`src/common/srfc_regs.vh`:
```
`ifndef SRFC_REGS_VH
`define SRFC_REGS_VH

// ============================================================
// Register indices and byte addresses
`define SRFC_IDX_RATE_DIV 8'h19
`define SRFC_IDX_CONFIG 8'h1A
`define SRFC_IDX_GYRO_CFG 8'h1B
`define SRFC_IDX_STATUS 8'h20
`define SRFC_ADDR_RATE_DIV 8'h64
`define SRFC_ADDR_CONFIG 8'h68
`define SRFC_ADDR_GYRO_CFG 8'h6C
`define SRFC_ADDR_STATUS 8'h80

// ============================================================
// Field positions and reset values
`define SRFC_CFG_MODE_BIT 6
`define SRFC_CFG_SYNC_HI 5
`define SRFC_CFG_SYNC_LO 3
`define SRFC_CFG_LPF_HI 2
`define SRFC_CFG_LPF_LO 0
`define SRFC_GCFG_BYP_HI 1
`define SRFC_GCFG_BYP_LO 0
`define SRFC_RST_RATE_DIV 8'h00
`define SRFC_RST_CONFIG 7'h00
`define SRFC_RST_GYRO_CFG 2'h0

// ============================================================
// Rates, bandwidths and timing
`define SRFC_CLK_HZ 50000000
`define SRFC_RATE_1K_HZ 1000
`define SRFC_RATE_8K_HZ 8000
`define SRFC_RATE_32K_HZ 32000
`define SRFC_RCODE_1K 2'h0
`define SRFC_RCODE_8K 2'h1
`define SRFC_RCODE_32K 2'h2
`define SRFC_BW_BYP_WIDE 14'h1FED
`define SRFC_BW_BYP_MID 14'h0CD1
`define SRFC_BW_CFG0 14'h00FA
`define SRFC_BW_CFG1 14'h00B0
`define SRFC_BW_CFG2 14'h005C
`define SRFC_BW_CFG3 14'h0029
`define SRFC_BW_CFG4 14'h0014
`define SRFC_BW_CFG5 14'h000A
`define SRFC_BW_CFG6 14'h0005
`define SRFC_LPF_MAX 3'h7

// ============================================================
// Bus answers
`define SRFC_RESP_OKAY 2'h0
`define SRFC_RESP_SLVERR 2'h2

`endif

```
`src/hw/srfc_top.v`:
```
`timescale 1ns/1ns
`include "srfc_regs.vh"

// ============================================================
// Sample FIFO with drop or overwrite policy when full
module srfc_fifo #(
  parameter WIDTH = 112,
  parameter DEPTH = 8,
  parameter AW = 3
) (
  input wire aclk,
  input wire aresetn,
  input wire overwrite,
  input wire in_valid,
  output wire in_ready,
  input wire [WIDTH-1:0] in_data,
  output wire out_valid,
  input wire out_ready,
  output wire [WIDTH-1:0] out_data,
  output wire [AW:0] level
);
  reg [WIDTH-1:0] mem [0:DEPTH-1];
  reg [AW-1:0] wptr_ff;
  reg [AW-1:0] rptr_ff;
  reg [AW:0] cnt_ff;
  wire full = (cnt_ff == DEPTH[AW:0]);
  wire empty = (cnt_ff == {(AW+1){1'b0}});
  wire pop = out_valid & out_ready;
  // Full and overwrite: a write still lands and the oldest entry is pushed out
  wire push = in_valid & in_ready;
  wire evict = push & full & ~pop;
  assign in_ready = ~full | overwrite | out_ready;
  assign out_valid = ~empty;
  assign out_data = mem[rptr_ff];
  assign level = cnt_ff;

  always @(posedge aclk) begin
    if (push) begin
      mem[wptr_ff] <= in_data;
    end
  end

  always @(posedge aclk) begin
    if (!aresetn) begin
      wptr_ff <= {AW{1'b0}};
      rptr_ff <= {AW{1'b0}};
      cnt_ff <= {(AW+1){1'b0}};
    end else begin
      if (push) begin
        wptr_ff <= (wptr_ff == DEPTH - 1) ? {AW{1'b0}} : wptr_ff + 1'b1;
      end
      if (pop | evict) begin
        rptr_ff <= (rptr_ff == DEPTH - 1) ? {AW{1'b0}} : rptr_ff + 1'b1;
      end
      if (push & ~pop & ~full) begin
        cnt_ff <= cnt_ff + 1'b1;
      end else if (pop & ~push) begin
        cnt_ff <= cnt_ff - 1'b1;
      end
    end
  end
endmodule

// ============================================================
// Rate divider, filter configuration and sync capture
module srfc_top #(
  parameter PER_1K = `SRFC_CLK_HZ / `SRFC_RATE_1K_HZ,
  parameter PER_8K = `SRFC_CLK_HZ / `SRFC_RATE_8K_HZ,
  parameter PER_32K = `SRFC_CLK_HZ / `SRFC_RATE_32K_HZ,
  parameter FIFO_DEPTH = 8,
  parameter FIFO_AW = 3
) (
  input wire aclk,
  input wire aresetn,
  input wire [7:0] s_axi_awaddr,
  input wire s_axi_awvalid,
  output wire s_axi_awready,
  input wire [31:0] s_axi_wdata,
  input wire [3:0] s_axi_wstrb,
  input wire s_axi_wvalid,
  output wire s_axi_wready,
  output wire [1:0] s_axi_bresp,
  output wire s_axi_bvalid,
  input wire s_axi_bready,
  input wire [7:0] s_axi_araddr,
  input wire s_axi_arvalid,
  output wire s_axi_arready,
  output wire [31:0] s_axi_rdata,
  output wire [1:0] s_axi_rresp,
  output wire s_axi_rvalid,
  input wire s_axi_rready,
  input wire frame_sync_input,
  input wire [15:0] temp_in,
  input wire [15:0] rot_x_in,
  input wire [15:0] rot_y_in,
  input wire [15:0] rot_z_in,
  input wire [15:0] accel_x_in,
  input wire [15:0] accel_y_in,
  input wire [15:0] accel_z_in,
  output wire [15:0] temp_out,
  output wire [15:0] rot_x_out,
  output wire [15:0] rot_y_out,
  output wire [15:0] rot_z_out,
  output wire [15:0] accel_x_out,
  output wire [15:0] accel_y_out,
  output wire [15:0] accel_z_out,
  output wire sample_strobe,
  output wire [2:0] lowpass_setting_eff,
  output wire [1:0] rate_code,
  output wire [13:0] bandwidth_hz,
  output wire fifo_out_valid,
  input wire fifo_out_ready,
  output wire [111:0] fifo_out_data
);
  // ============================================================
  // Registers
  reg [7:0] rate_divider_value_ff;
  reg [6:0] config_ff;
  reg [1:0] filter_bypass_select_ff;
  reg aw_got_ff;
  reg w_got_ff;
  reg [7:0] awaddr_ff;
  reg [31:0] wdata_ff;
  reg wstrb0_ff;
  reg bvalid_ff;
  reg [1:0] bresp_ff;
  reg rvalid_ff;
  reg [31:0] rdata_ff;
  reg [1:0] rresp_ff;
  reg [15:0] base_cnt_ff;
  reg [7:0] div_cnt_ff;
  reg strobe_ff;
  reg sync_latched_ff;
  reg sync_armed_ff;
  reg [111:0] out_ff;
  reg fifo_drop_ff;
  reg [15:0] period;
  reg [13:0] bw;
  reg [1:0] rcode;
  reg [31:0] nxt_rdata;
  reg [1:0] nxt_rresp;
  wire [FIFO_AW:0] fifo_level;
  wire fifo_in_ready;
  wire [111:0] in_all;
  wire [111:0] nxt_out;
  wire fifo_mode = config_ff[`SRFC_CFG_MODE_BIT];
  wire [2:0] sync_bit_select = config_ff[`SRFC_CFG_SYNC_HI:`SRFC_CFG_SYNC_LO];
  wire [2:0] lowpass_setting = config_ff[`SRFC_CFG_LPF_HI:`SRFC_CFG_LPF_LO];
  wire div_active = (filter_bypass_select_ff == 2'h0) && (lowpass_setting != 3'h0) &&
                    (lowpass_setting != `SRFC_LPF_MAX);
  wire base_tick = (base_cnt_ff == period - 16'h0001);
  wire sync_toggle = sync_armed_ff & (frame_sync_input != sync_latched_ff);

  // ============================================================
  // Bus slave: one write and one read at a time
  wire wr_fire = aw_got_ff & w_got_ff & ~bvalid_ff;
  assign s_axi_awready = ~aw_got_ff & ~bvalid_ff;
  assign s_axi_wready = ~w_got_ff & ~bvalid_ff;
  assign s_axi_bvalid = bvalid_ff;
  assign s_axi_bresp = bresp_ff;
  assign s_axi_arready = ~rvalid_ff;
  assign s_axi_rvalid = rvalid_ff;
  assign s_axi_rdata = rdata_ff;
  assign s_axi_rresp = rresp_ff;

  always @* begin
    nxt_rresp = `SRFC_RESP_OKAY;
    case (s_axi_araddr)
      `SRFC_ADDR_RATE_DIV: nxt_rdata = {24'h000000, rate_divider_value_ff};
      `SRFC_ADDR_CONFIG: nxt_rdata = {25'h0000000, config_ff};
      `SRFC_ADDR_GYRO_CFG: nxt_rdata = {30'h00000000, filter_bypass_select_ff};
      `SRFC_ADDR_STATUS: nxt_rdata = {4'h0, fifo_level, 5'h00, fifo_drop_ff, sync_latched_ff,
                                      div_active, rcode, bw};
      default: begin
        nxt_rdata = 32'h00000000;
        nxt_rresp = `SRFC_RESP_SLVERR;
      end
    endcase
  end

  always @(posedge aclk) begin
    if (!aresetn) begin
      aw_got_ff <= 1'b0;
      w_got_ff <= 1'b0;
      awaddr_ff <= 8'h00;
      wdata_ff <= 32'h00000000;
      wstrb0_ff <= 1'b0;
      bvalid_ff <= 1'b0;
      bresp_ff <= `SRFC_RESP_OKAY;
      rvalid_ff <= 1'b0;
      rdata_ff <= 32'h00000000;
      rresp_ff <= `SRFC_RESP_OKAY;
      rate_divider_value_ff <= `SRFC_RST_RATE_DIV;
      config_ff <= `SRFC_RST_CONFIG;
      filter_bypass_select_ff <= `SRFC_RST_GYRO_CFG;
    end else begin
      if (s_axi_awvalid & s_axi_awready) begin
        aw_got_ff <= 1'b1;
        awaddr_ff <= s_axi_awaddr;
      end
      if (s_axi_wvalid & s_axi_wready) begin
        w_got_ff <= 1'b1;
        wdata_ff <= s_axi_wdata;
        wstrb0_ff <= s_axi_wstrb[0];
      end
      if (wr_fire) begin
        aw_got_ff <= 1'b0;
        w_got_ff <= 1'b0;
        bvalid_ff <= 1'b1;
        bresp_ff <= `SRFC_RESP_OKAY;
        case (awaddr_ff)
          `SRFC_ADDR_RATE_DIV: begin
            if (wstrb0_ff) begin
              rate_divider_value_ff <= wdata_ff[7:0];
            end
          end
          `SRFC_ADDR_CONFIG: begin
            // Top bit is kept at zero, so only seven bits are stored
            if (wstrb0_ff) begin
              config_ff <= wdata_ff[6:0];
            end
          end
          `SRFC_ADDR_GYRO_CFG: begin
            if (wstrb0_ff) begin
              filter_bypass_select_ff <= wdata_ff[`SRFC_GCFG_BYP_HI:`SRFC_GCFG_BYP_LO];
            end
          end
          `SRFC_ADDR_STATUS: begin
          end
          default: begin
            bresp_ff <= `SRFC_RESP_SLVERR;
          end
        endcase
      end else if (bvalid_ff & s_axi_bready) begin
        bvalid_ff <= 1'b0;
      end
      if (s_axi_arvalid & s_axi_arready) begin
        rvalid_ff <= 1'b1;
        rdata_ff <= nxt_rdata;
        rresp_ff <= nxt_rresp;
      end else if (rvalid_ff & s_axi_rready) begin
        rvalid_ff <= 1'b0;
      end
    end
  end

  // ============================================================
  // Filter selection: internal rate and bandwidth
  always @* begin
    if (filter_bypass_select_ff[0]) begin
      rcode = `SRFC_RCODE_32K;
      bw = `SRFC_BW_BYP_WIDE;
    end else if (filter_bypass_select_ff[1]) begin
      rcode = `SRFC_RCODE_32K;
      bw = `SRFC_BW_BYP_MID;
    end else begin
      rcode = div_active ? `SRFC_RCODE_1K : `SRFC_RCODE_8K;
      case (lowpass_setting)
        3'h0: bw = `SRFC_BW_CFG0;
        3'h1: bw = `SRFC_BW_CFG1;
        3'h2: bw = `SRFC_BW_CFG2;
        3'h3: bw = `SRFC_BW_CFG3;
        3'h4: bw = `SRFC_BW_CFG4;
        3'h5: bw = `SRFC_BW_CFG5;
        3'h6: bw = `SRFC_BW_CFG6;
        default: bw = `SRFC_BW_BYP_MID;
      endcase
    end
    case (rcode)
      `SRFC_RCODE_1K: period = PER_1K[15:0];
      `SRFC_RCODE_8K: period = PER_8K[15:0];
      default: period = PER_32K[15:0];
    endcase
  end

  assign rate_code = rcode;
  assign bandwidth_hz = bw;
  assign lowpass_setting_eff = (filter_bypass_select_ff == 2'h0) ? lowpass_setting : 3'h0;

  // ============================================================
  // Internal rate tick and divided sample strobe
  always @(posedge aclk) begin
    if (!aresetn) begin
      base_cnt_ff <= 16'h0000;
      div_cnt_ff <= 8'h00;
      strobe_ff <= 1'b0;
    end else begin
      // Period shrinking below the count restarts the count rather than wrapping
      base_cnt_ff <= (base_tick || base_cnt_ff >= period) ? 16'h0000 : base_cnt_ff + 16'h0001;
      strobe_ff <= 1'b0;
      if (base_tick) begin
        if (!div_active) begin
          div_cnt_ff <= 8'h00;
          strobe_ff <= 1'b1;
        end else if (div_cnt_ff >= rate_divider_value_ff) begin
          div_cnt_ff <= 8'h00;
          strobe_ff <= 1'b1;
        end else begin
          div_cnt_ff <= div_cnt_ff + 8'h01;
        end
      end
    end
  end

  assign sample_strobe = strobe_ff;

  // ============================================================
  // Sync latch: one toggle, then held until the strobe takes it
  always @(posedge aclk) begin
    if (!aresetn) begin
      sync_latched_ff <= 1'b0;
      sync_armed_ff <= 1'b1;
    end else begin
      if (sync_toggle) begin
        sync_latched_ff <= frame_sync_input;
      end
      // A toggle in the strobe cycle stays locked so it is not overwritten unseen
      sync_armed_ff <= sync_toggle ? 1'b0 : (strobe_ff ? 1'b1 : sync_armed_ff);
    end
  end

  // ============================================================
  // Output registers with sync bit insertion
  assign in_all = {accel_z_in, accel_y_in, accel_x_in, rot_z_in, rot_y_in, rot_x_in, temp_in};

  genvar gi;
  generate
    for (gi = 0; gi < 7; gi = gi + 1) begin : g_chan
      assign nxt_out[gi*16+15:gi*16+1] = in_all[gi*16+15:gi*16+1];
      assign nxt_out[gi*16] = (sync_bit_select == gi + 1) ? sync_latched_ff : in_all[gi*16];
    end
  endgenerate

  always @(posedge aclk) begin
    if (!aresetn) begin
      out_ff <= {112{1'b0}};
      fifo_drop_ff <= 1'b0;
    end else begin
      if (strobe_ff) begin
        out_ff <= nxt_out;
      end
      if (strobe_ff & ~fifo_in_ready) begin
        fifo_drop_ff <= 1'b1;
      end
    end
  end

  assign temp_out = out_ff[15:0];
  assign rot_x_out = out_ff[31:16];
  assign rot_y_out = out_ff[47:32];
  assign rot_z_out = out_ff[63:48];
  assign accel_x_out = out_ff[79:64];
  assign accel_y_out = out_ff[95:80];
  assign accel_z_out = out_ff[111:96];

  // ============================================================
  // Sample FIFO, written on the strobe with the same word as the outputs
  srfc_fifo #(
    .WIDTH(112),
    .DEPTH(FIFO_DEPTH),
    .AW(FIFO_AW)
  ) u_fifo (
    .aclk(aclk),
    .aresetn(aresetn),
    .overwrite(~fifo_mode),
    .in_valid(strobe_ff),
    .in_ready(fifo_in_ready),
    .in_data(nxt_out),
    .out_valid(fifo_out_valid),
    .out_ready(fifo_out_ready),
    .out_data(fifo_out_data),
    .level(fifo_level)
  );
endmodule

```
`config.mk`:
```
export PLATFORM = sky130hd
export DESIGN_NAME = srfc_top
export DESIGN_NICKNAME = d
export VERILOG_FILES = /design/src/hw/srfc_top.v
export VERILOG_INCLUDE_DIRS = /design/src /design/src/common
export SDC_FILE = /design/constraint.sdc
export NUM_CORES = 1
export LEC_CHECK = 0
export ABC_AREA = 1
export BUFFER_PORTS_ARGS = -buffer_cell sky130_fd_sc_hd__buf_2
export CORE_ASPECT_RATIO = 1.25
export CORE_MARGIN = 2
export CORE_UTILIZATION = 55
export DETAILED_ROUTE_END_ITERATION = 8
export PLACE_DENSITY_LB_ADDON = 0.1
export SETUP_SLACK_MARGIN = 0.4
export SLEW_MARGIN = 30
export SYNTH_ARGS = -nofsm -noshare
export SYNTH_HDL_FRONTEND = slang
export SYNTH_SLANG_ARGS = --single-unit
```
`constraint.sdc`:
```
create_clock -name aclk -period 10.67 [get_ports aclk]
set_clock_uncertainty 0.1 [all_clocks]
set_input_delay 0.5335 -clock aclk [delete_from_list [all_inputs] [get_ports aclk]]
set_output_delay 0.5335 -clock aclk [all_outputs]
set_load 0.05 [all_outputs]
```
==> metrics.csv <==
stage,metric,value,unit
status,status,completed,
timing,crit path time final,4.61,ns
logic_synthesis,Post-Synthesis Cells,3770,
worst_setup_path,Critical Path Most Common Cell,buf_4,
logic_synthesis,sequential-to-total area share from yosys stat,71.7,%
placement,dpl cells,5042,
grt,met2 usage,43.8,%
worst_setup_path,origin of the critical flop-to-flop path,u_fifo.level[0],
worst_setup_path,Worst path slowest cell,buf_4,
logic_synthesis,#FFs+latches synth,1108,
cells_and_area,final instance area,0.0499,mm2
floorplanning,Initial Util,55.4,%
logic_synthesis,"Cell Area, Synth",0.0434,mm2
worst_setup_path,Setup crit start kind,flop,
floorplanning,Core Box Area,0.0784,mm2
floorplanning,Die Wd,255,um
worst_setup_path,Worst Path Arrival,3.98,ns
logic_synthesis,Yosys cell types,45,
logic_synthesis,synth top area cells,"edfxtp_1, dfxtp_1, nor2_1, o21ai_0, a31oi_1",
grt,met3 Resource Use GR,4.79,%
timing,Hold WS,0.0352,ns
cells_and_area,fin cells,5245,
clocking,Resize count post-CTS,0,
power,pwr dens,218,mW/mm2
drt,total vias in the final route,29200,
grt,number of global-route vias before repair,28200,
grt,global-route wire length before repair,160000,um
logic_synthesis,YS warnings,0,
timing,max frequency,217,MHz
clocking,CTS Root Cell,clkbuf_16,
logic_synthesis,"EDFF count, synth",896,
hold_path,HP Start,s_axi_awaddr[0],
clocking,Post-CTS Setup Inserts,0,
drt,routed wire length,104000,um
grt,initial antenna violation count,5,
clocking,clock tree buffer depth,3,
placement,DP HPWL,55800,um
clocking,Worst-path clk slew,0.06,ns
floorplanning,floorplan die height,318,um
clocking,H-tree lvl count,3,
timing,final hold vios,0,
floorplanning,Die Area,0.0813,mm2
timing,Final period util,43.2,%
grt,largest net degree at the start of global routing,261,
logic_synthesis,Post-synth ARST share,0,%
cells_and_area,layout cells sized above 1,16.0,%
worst_setup_path,worst-path cell chain,"buf_4, buf_16, buf_4, o21ai_0, o22ai_1, nor2_1, a31oi_1, buf_2",
worst_setup_path,Crit Path Category,flop to output pin,
timing,setup TNS,0,ns
power,P_leak,18.2,nW
grt,GR Layer Usage met1,32.4,%
flow_run,Maximum Capacitance Violations,0,
timing,worst-margin pin slew,1.14,ns
grt,Total GRT Usage,25.3,%
placement,Placed Area,0.0463,mm2
cells_and_area,# fillers,6153,
drt,antenna-violating nets left,0,
placement,Port Buffer Count,418,
timing,Max-slew headroom,24.3,%
logic_synthesis,synth cell count leaders,"nor2_1, edfxtp_1, o21ai_0",
clocking,TritonCTS Buffers,104,
logic_synthesis,Synth top area share,61.9,%
logic_synthesis,"count leader, synth",nor2_1,
power,Peak VDD IR,0.160,mV
clocking,clock latency on the worst-skew pair,0.66,ns
worst_setup_path,CP max FO,77,
clocking,# clock sinks,1108,
drt,First-pass DRT Iterations,5,
placement,placer congestion estimate,0.827,
logic_synthesis,dominant cell type by area after synthesis,edfxtp_1,
timing,"Setup violations, final",0,
drt,DRC violations left,0,
cells_and_area,synthesis-to-finish area growth,14.9,%
drt,WL/cell,19.9,um
cells_and_area,Final nets,4307,
floorplanning,row cnt,115,
grt,total gr overflow,0,
drt,Via density,5.57,
worst_setup_path,Worst EP required,10.04,ns
cells_and_area,antenna diode count,0,
clocking,CTS tree,built,
drt,iteration-0 DRC count of the detailed router,2113,
timing,RSZ-0062 raised after global routing,no,
grt,grt peak-use layer,met2,
power,Pwr Total,10.9,mW
floorplanning,top-level I/O count,459,
logic_synthesis,"Primary FF master, synth",edfxtp_1,
timing,fin. max-slew vios,0,
logic_synthesis,Mapped Avg Cell Area,11.5,um2
hold_path,HP Class,input port to flop,
worst_setup_path,Critical Path End Type,output pin,
worst_setup_path,Crit path largest cell delay,0.69,ns
## path summary, 6_finish.rpt
check	slack (ns)	end	cells past startpoint
worst min-delay path	0.04	awaddr_ff[0]	3
worst min register to register	0.36	s_axi_rdata[5]	2
worst max-delay path	6.06	fifo_out_data[18]	8
worst max register to register	6.23	u_fifo.mem[4][78]	10
## worst max-delay path: cells and delay by family (launching register included)
| family | cells | cell delay, ns |
|---|---|---|
| simple gates | 1 | 0.05 |
| flops | 1 | 0.65 |
| compound gates | 3 | 0.77 |
| buf+inv | 4 | 1.76 |
## stage by stage
stage | setup WS, ns | util, %
after floorplan | 3.83 | -
after global placement | 5.96 | 59.0
after detailed placement | 6.04 | 59.1
after CTS | 5.32 | 63.5
after global routing | 5.82 | 63.6
final | 6.06 | 63.6
## where the power goes
part	switching [mW]	internal (mW)	total (mW)	leakage [nW]
Combinational	1.89	0.591	2.48	6.72
Sequential	0.0559	4.68	4.74	9.77
Clock	1.55	2.12	3.67	1.69
## kinds of logic (layout without fill, tap and decap cells)
kind of cell	count (synthesis)	count (layout)	share of synthesized area (%)
compound gates	924	924	11.4
xor+xnor	23	23	0.464
fa+ha+maj	29	29	0.853
buf+inv	338	748	3.25
flops	1108	1108	71.7
other cells	1	13	0.00863
simple gates	1347	1347	12.3
## cell type report
type | count | area [um2] | area share (%)
flip-flops and latches | 1108 | 31200 | 62.4
clock inverters | 48 | 437 | 0.875
repair buffers | 466 | 2650 | 5.31
well taps | 1053 | 1320 | 2.64
clock buffers | 145 | 2980 | 5.97
multi-input cells | 2336 | 11000 | 22.0
inverters | 89 | 364 | 0.730
## registers in the layout, indices dropped and copies added, names as in the netlist, 8 cells and up, named ones only
signal and cells:
out_ff 112, div_cnt_ff 8, wdata_ff 8, rate_divider_value_ff 8, base_cnt_ff 16, u_fifo.mem 896
s_axi_rdata 19, awaddr_ff 8
## per-layer routing
metal | vias to the layer above | wire (um)
met4 | 6 | 2370
met1 | 14200 | 43600
met2 | 866 | 51600
met3 | 159 | 6760
li1 | 14000 | -
met5 | - | 35
## placed cells by master (no fill, tap or decap), types with 30 or more instances in the layout
cell	Yosys	routed
nor2_1	1098	1090
edfxtp_1	896	896
o21ai_0	619	617
buf_2	39	417
dfxtp_1	212	209
nand2_1	133	133
a31oi_1	113	113
o22ai_1	112	112
clkbuf_16	0	109
inv_1	80	80
a21oi_1	70	70
nand3_1	56	56
buf_4	21	30
## what timing repair did
item                                    4_1_cts  5_1_grt
endpoints found under the setup margin        0        0
hold buffers                                  7        0
hold endpoints to repair                      7        0
No activity file was read; power rests on OpenSTA's default activity.
